### src/common/iro_res_pkg.sv
// Package of types and constants for the I/O read-to-owner collision resolver.
package iro_res_pkg;

  localparam int ADDR_W   = 34;
  localparam int GRAN_LSB = 5;   // Coherence granule is 32 bytes; low bits ignored in compares.
  localparam int ID_W     = 8;
  localparam int TID_W    = 8;
  localparam int NPART    = 16;  // Width of the participant mask.

  // Incoming shared-memory transaction kinds.
  typedef enum logic [4:0] {
    OP_READ_HOME, OP_IREAD_HOME, OP_READ_OWNER, OP_RTO_HOME, OP_RTO_OWNER,
    OP_DKILL_HOME, OP_DKILL_SHARER, OP_CASTOUT, OP_FLUSH,
    OP_IO_READ_HOME, OP_IO_READ_OWNER, OP_IKILL_SHARER,
    OP_TLBIE, OP_TLBSYNC, OP_IKILL_HOME, OP_OTHER
  } op_kind_t;

  typedef enum logic [1:0] {
    RSP_DONE, RSP_ERROR, RSP_PASS
  } rsp_kind_t;

  // One incoming request from the interconnect.
  typedef struct packed {
    op_kind_t           kind;
    logic [ADDR_W-1:0]  addr;
    logic [ID_W-1:0]    src_id;
    logic [TID_W-1:0]   tid;
  } in_req_t;

  // Response returned to the requestor; PASS means the normal path handles it.
  typedef struct packed {
    rsp_kind_t          kind;
    logic [ID_W-1:0]    dst_id;
    logic [TID_W-1:0]   tid;
  } rsp_t;

  // Request forwarded to the local processor.
  typedef struct packed {
    op_kind_t           kind;
    logic [ADDR_W-1:0]  addr;
  } fwd_t;

  // Sharer invalidate fan-out: one bit per participant to receive IKILL_SHARER.
  typedef struct packed {
    logic [NPART-1:0]   targets;
    logic [ADDR_W-1:0]  addr;
  } ikill_t;

endpackage : iro_res_pkg

### src/core/iro_res.sv
// Collision resolver for a non-participant with an outstanding I/O read-to-owner.
`timescale 1ns/100ps
`default_nettype none

module iro_res (
  input  wire logic                          core_clk,
  input  wire logic                          srst,
  // Own outstanding IO_READ_OWNER: issued and finally answered.
  input  wire logic                          iro_issue,
  input  wire logic [iro_res_pkg::ADDR_W-1:0] iro_addr,
  input  wire logic                          iro_final_rsp,
  // Participant set of the coherence domain.
  input  wire logic [iro_res_pkg::NPART-1:0]  part_mask,
  // Incoming request, taken when req_valid and req_ready.
  input  wire logic                          req_valid,
  output logic                               req_ready,
  input  wire iro_res_pkg::in_req_t          req,
  // Response towards the requestor.
  output logic                               rsp_valid,
  input  wire logic                          rsp_ready,
  output iro_res_pkg::rsp_t                  rsp,
  // Forward to the local processor; fwd_ack marks it completed.
  output logic                               fwd_valid,
  output iro_res_pkg::fwd_t                  fwd,
  input  wire logic                          fwd_ack,
  // Sharer invalidate fan-out.
  output logic                               ikill_valid,
  input  wire logic                          ikill_ready,
  output iro_res_pkg::ikill_t                ikill,
  output logic                               pending
);

  typedef enum logic [2:0] {ST_IDLE, ST_FWD, ST_IKILL, ST_RSP} state_t;

  state_t                          state_ff,    nxt_state;
  logic                            pend_ff,     nxt_pend;
  logic [iro_res_pkg::ADDR_W-1:0]  paddr_ff,    nxt_paddr;
  iro_res_pkg::rsp_t               rsp_ff,      nxt_rsp;
  iro_res_pkg::fwd_t               fwd_ff,      nxt_fwd;
  iro_res_pkg::ikill_t             ikill_ff,    nxt_ikill;
  logic                            rspv_ff,     nxt_rspv;

  // True when two addresses fall in the same coherence granule.
  function automatic logic same_gran(input logic [iro_res_pkg::ADDR_W-1:0] a,
                                     input logic [iro_res_pkg::ADDR_W-1:0] b);
    return a[iro_res_pkg::ADDR_W-1:iro_res_pkg::GRAN_LSB] == b[iro_res_pkg::ADDR_W-1:iro_res_pkg::GRAN_LSB];
  endfunction

  // True for kinds that are answered with ERROR on collision.
  function automatic logic err_kind(input iro_res_pkg::op_kind_t k);
    unique case (k)
      iro_res_pkg::OP_READ_HOME, iro_res_pkg::OP_IREAD_HOME, iro_res_pkg::OP_READ_OWNER,
      iro_res_pkg::OP_RTO_HOME, iro_res_pkg::OP_RTO_OWNER:          return 1'b1;
      iro_res_pkg::OP_DKILL_HOME, iro_res_pkg::OP_DKILL_SHARER,
      iro_res_pkg::OP_CASTOUT, iro_res_pkg::OP_FLUSH:               return 1'b1;
      iro_res_pkg::OP_IO_READ_HOME, iro_res_pkg::OP_IO_READ_OWNER,
      iro_res_pkg::OP_IKILL_SHARER:                                 return 1'b1;
      default:                                                      return 1'b0;
    endcase
  endfunction

  logic  take;
  logic  coll;
  logic  [iro_res_pkg::NPART-1:0] src_bit;

  assign req_ready   = (state_ff == ST_IDLE);
  assign take        = req_valid && req_ready;
  assign coll        = pend_ff && same_gran(req.addr, paddr_ff);
  assign src_bit     = (req.src_id < iro_res_pkg::ID_W'(iro_res_pkg::NPART))
                       ? iro_res_pkg::NPART'(1) << req.src_id[3:0] : '0;
  assign rsp_valid   = rspv_ff;
  assign rsp         = rsp_ff;
  assign fwd_valid   = (state_ff == ST_FWD);
  assign fwd         = fwd_ff;
  assign ikill_valid = (state_ff == ST_IKILL);
  assign ikill       = ikill_ff;
  assign pending     = pend_ff;

  // Tracks the outstanding request; a same-cycle issue wins over the final response and keeps it pending.
  always_comb begin
    nxt_pend  = pend_ff;
    nxt_paddr = paddr_ff;
    if (iro_final_rsp) begin
      nxt_pend = 1'b0;
    end
    if (iro_issue) begin
      nxt_pend  = 1'b1;
      nxt_paddr = iro_addr;
    end
  end

  // Sequencer for one incoming request.
  always_comb begin
    nxt_state = state_ff;
    nxt_rsp   = rsp_ff;
    nxt_fwd   = fwd_ff;
    nxt_ikill = ikill_ff;
    nxt_rspv  = rspv_ff;
    unique case (state_ff)
      ST_IDLE: begin
        if (take) begin
          nxt_rsp.dst_id = req.src_id;
          nxt_rsp.tid    = req.tid;
          nxt_fwd.kind   = req.kind;
          nxt_fwd.addr   = req.addr;
          nxt_ikill.addr = req.addr;
          nxt_ikill.targets = part_mask & ~src_bit;
          if (req.kind == iro_res_pkg::OP_TLBIE || req.kind == iro_res_pkg::OP_TLBSYNC) begin
            nxt_rsp.kind = iro_res_pkg::RSP_DONE;
            nxt_state    = ST_FWD;
          end else if (req.kind == iro_res_pkg::OP_IKILL_HOME) begin
            nxt_rsp.kind = iro_res_pkg::RSP_DONE;
            nxt_state    = ST_FWD;
          end else if (coll && err_kind(req.kind)) begin
            nxt_rsp.kind = iro_res_pkg::RSP_ERROR;
            nxt_rspv     = 1'b1;
            nxt_state    = ST_RSP;
          end else begin
            nxt_rsp.kind = iro_res_pkg::RSP_PASS;
            nxt_rspv     = 1'b1;
            nxt_state    = ST_RSP;
          end
        end
      end
      ST_FWD: begin
        if (fwd_ack) begin
          if (fwd_ff.kind == iro_res_pkg::OP_IKILL_HOME) begin
            nxt_state = ST_IKILL;
          end else begin
            nxt_rspv  = 1'b1;
            nxt_state = ST_RSP;
          end
        end
      end
      ST_IKILL: begin
        if (ikill_ready) begin
          nxt_rspv  = 1'b1;
          nxt_state = ST_RSP;
        end
      end
      ST_RSP: begin
        if (rsp_ready) begin
          nxt_rspv  = 1'b0;
          nxt_state = ST_IDLE;
        end
      end
    endcase
  end

  // Registers all state.
  always_ff @(posedge core_clk) begin
    if (srst) begin
      state_ff <= ST_IDLE;
      pend_ff  <= 1'b0;
      paddr_ff <= '0;
      rsp_ff   <= '0;
      fwd_ff   <= '0;
      ikill_ff <= '0;
      rspv_ff  <= 1'b0;
    end else begin
      state_ff <= nxt_state;
      pend_ff  <= nxt_pend;
      paddr_ff <= nxt_paddr;
      rsp_ff   <= nxt_rsp;
      fwd_ff   <= nxt_fwd;
      ikill_ff <= nxt_ikill;
      rspv_ff  <= nxt_rspv;
    end
  end
endmodule // iro_res

`default_nettype wire

### config.mk
export PLATFORM = sky130hd
export DESIGN_NAME = iro_res
export DESIGN_NICKNAME = d
export VERILOG_FILES = /design/src/common/iro_res_pkg.sv /design/src/core/iro_res.sv
export SDC_FILE = /design/constraint.sdc
export NUM_CORES = 1
export LEC_CHECK = 0
export BUFFER_PORTS_ARGS = -buffer_cell sky130_fd_sc_hd__buf_2
export CAP_MARGIN = 20
export CORE_UTILIZATION = 33
export DETAILED_ROUTE_END_ITERATION = 10
export PLACE_DENSITY_LB_ADDON = 0.15
export REMOVE_ABC_BUFFERS = 1
export SYNTH_ARGS = -nofsm -noshare
export SYNTH_HDL_FRONTEND = slang
export SYNTH_SLANG_ARGS = --single-unit
### constraint.sdc
create_clock -name core_clk -period 2 [get_ports core_clk]
set_input_delay 0.4 -clock core_clk [delete_from_list [all_inputs] [get_ports core_clk]]
set_output_delay 0.4 -clock core_clk [all_outputs]
set_load 0.03 [all_outputs]
==> impl_metrics.ini <==
[floorplan]
die_h_um = 119
ioPinCount = 225
start_util_pct = 34.0
dieArea_um2 = 14200
rows = 42
die_x_um = 119
coreArea_um2 = 13300

[sta]
setup_viol_count_final = 0
period_minus_slack_ns = 1.83
hold_violations = 0
tightest_slew_ns = 0.371
slew_headroom_pct = 75.0
final.setup.tns_ns = 0
rsz0062_at_grt = no
fmax_mhz = 547
fin_ws_ns = 0.171
drv_slew = 0
clock_skew_ns = 0.00678
layout_worst_path_cycle_share_pct = 91.4
hold_slack_ns = 0.291

[cells_and_area]
n_antenna_cell = 0
nFillCells = 1410
drive_gt1_share_pct = 34.4
regArea_um2 = 2120
multi_input_area_um2 = 1990
area_delta_synth_final_pct = 29.7
nets = 821
utilization_pct = 44.0

[power_and_ir_drop]
power_frac_clock_pct = 24.7
p_switching_uw = 2700
pwr-share-seq_pct = 37.8
irDropWorstVdd_v = 0.000491
finalPower_uw = 6890
power_switching_share_pct = 39.2
intPower_uw = 4190
combPwrFrac_pct = 37.5
p_per_area_nw_per_um2 = 1180
power_leakage_uw = 0.00279

[cts]
clockRootBuffer = clkbuf_16
holdBufCountCts = 0
tritoncts = yes
numCtsBuffers = 9
cts.sinks = 106
clk_latency_ns = 0.34
htree_levels = 3
clockBufferDepth = 2
cts_setup_buffers = 0
clkSlewWorstSetupHoldPaths_ns = 0.07
post_cts_resized = 0

[worst_setup_path]
rrSetupSlack_ns = 0.17
r2r_start = state_ff[0]
path_class = reg -> reg
path_delay_family = simple AND/OR/NAND/NOR gates
cp_max_fo = 4
cpPeakStageDelay_ns = 0.54
cp_slowest_cell = or4b_1
arrival_ns = 2.03
required_ns = 2.20
cp-end-kind = register
r2r-end = rsp[17]
crit_chain = inv_1 -> ha_1 -> and2_2 -> nand4_1 -> or4b_1 -> nor4_2 -> a2111oi_0
cp-start-kind = register
crit_buf_inv = 1
worst-r2r-cell-count = 7

[flow_run]
cap_violations = 0

[global_routing]
grt_pass1_vias = 3680
overflow = 0
grt_antenna_before_repair = 0
grt.total_usage_pct = 16.5
grt_max_degree = 74
grt_pass1_wl_um = 18500

[min_path]
hold_depth = 3
hold_end = rsp[1]
worstHoldStart = req[1]
hp-class = in -> reg

[logic_synthesis]
yosysTopAreaCell = dfxtp_1
synth_area_um2 = 4510
synthFlopType = dfxtp_1
synth_xor_area_share_pct = 5.63
ys_async_sr_fraction_pct = 0
synthSimpleGateAreaFrac_pct = 18.1
synth.most_common_cell = nand2_1
netlist_top_cells_count = nand2_1 (132), dfxtp_1 (106), a21oi_1 (74)
ys_seq_elements = 106
synth_fa_ha_area_share_pct = 1.11
synth_top_family_by_area = simple AND/OR/NAND/NOR gates
synth_compound_area_share_pct = 12.5
synth_area_leaders = dfxtp_1 (47%), nand2_1 (11%), a21oi_1 (8.2%), mux2i_1 (6.7%), buf_4 (5.7%)
yosysUniqueCellTypes = 35
synth_edf_count = 0
synthMuxAreaShare_pct = 6.65
syn_avg_cell_area_um2 = 8.44
yosysWarnings = 0
yosysSeqAreaShare_pct = 47.0
netlist.area_leader.share_pct = 47.0
synthCells = 535

[drt]
top_layer = met4
drcViolationCount = 0
drt-total-wl_um = 11700
via_count = 4093
first_pass_iters = 4
ant_nets = 0
viasPerCell = 4.62
met2_length_um = 5400
drt-initial-drc-count = 164
met1_length_um = 5450
wl_met3_um = 631
wl_per_cell_um = 13.2

[placed_design]
post-place-ws_ns = 0.148
dp_hpwl_um = 8320
io_buffers = 219
place_congestion = 0.790

[run_status]
status = completed
[through the flow]
stage,instances,area [µm²]
3_3_place_gp,869,5570
5_1_grt,885,5850
2_1_floorplan,466,4120
3_5_place_dp,869,5570
6_report,885,5850
4_1_cts,885,5850
[power by group through the flow]
stage | registers (µW) | logic (µW) | clock network, µW
final | 2610 | 2580 | 1700
after global routing | 2650 | 2800 | 1860
after CTS | 2610 | 2620 | 1780
after detailed placement | 2660 | 2610 | 0
after global placement | 2640 | 2580 | 0
after floorplan | 3370 | 942 | 0
[cells in the final DEF (no fill, tap or decap), drive strengths merged]
cell type,n
a2111oi,1
a211oi,1
a21oi,74
a41o,1
and2,2
buf,227
clkbuf,15
clkinvlp,1
dfxtp,106
ha,4
inv,4
mux2i,30
nand2,132
nand2b,6
nand3,2
nand3b,2
nand4,5
nand4b,1
nor2,35
nor3,1
nor3b,1
nor4,5
o2111a,1
o211ai,10
o21ai,2
o21ba,1
o311a,1
o311ai,6
or3,1
or3b,1
or4b,1
xnor2,14
xor2,15
[area by class of cell]
cell class / count / share of cell area [%]
Multi-Input combinational cell: 356 / 34.0
Clock inverter: 1 / 0.128
Timing Repair Buffer: 227 / 20.9
Clock buffer: 15 / 4.74
Tap cell: 176 / 3.76
Sequential cell: 106 / 36.2
Inverter: 4 / 0.256
[how the worst max path moves through the flow]
stage / start / end / slack [ns] / cells after the start
3_3_place_gp: req[25] / rsp[17] / 0.18 / 6
2_1_floorplan: state_ff[0] / rsp[17] / -1.32 / 7
5_1_grt: state_ff[0] / rsp[17] / 0.07 / 7
4_1_cts: state_ff[0] / rsp[17] / 0.14 / 7
3_5_place_dp: req[42] / rsp[17] / 0.15 / 6
6_report: state_ff[0] / rsp[17] / 0.17 / 7
[sequential cells by signal, indices dropped and copies added, names as in the netlist]
signal / cells
fwd: 5
ikill: 50
pending: 1
paddr_ff: 29
state_ff: 2
rsp_valid: 1
rsp: 18
[worst reg2reg max path: cells and delay by family (launching register included)]
family	cells	cell delay, ns
AOI/OAI and AO/OA	1	0.11
adders and majority gates	1	0.17
DFF	1	0.33
buffers and inverters	1	0.11
and+or+nand+nor	4	0.99
[cell families (layout without fill, tap and decap cells)]
group | after synthesis | in the layout
muxes | 30 | 30
and+or+nand+nor | 195 | 195
DFF | 106 | 106
adders and majority gates | 4 | 4
xor gates and xnor gates | 29 | 29
AOI/OAI and AO/OA | 98 | 98
buffers and inverters | 73 | 247
[routing by layer]
layer | global-route usage, % | vias up
met1 | 21.4 | 1861
met2 | 26.3 | 135
met4 | 6.96 | 0
met5 | 0 | -
li1 | - | 2084
met3 | 3.59 | 13
Note: power is estimated with default switching activity, not from simulation.
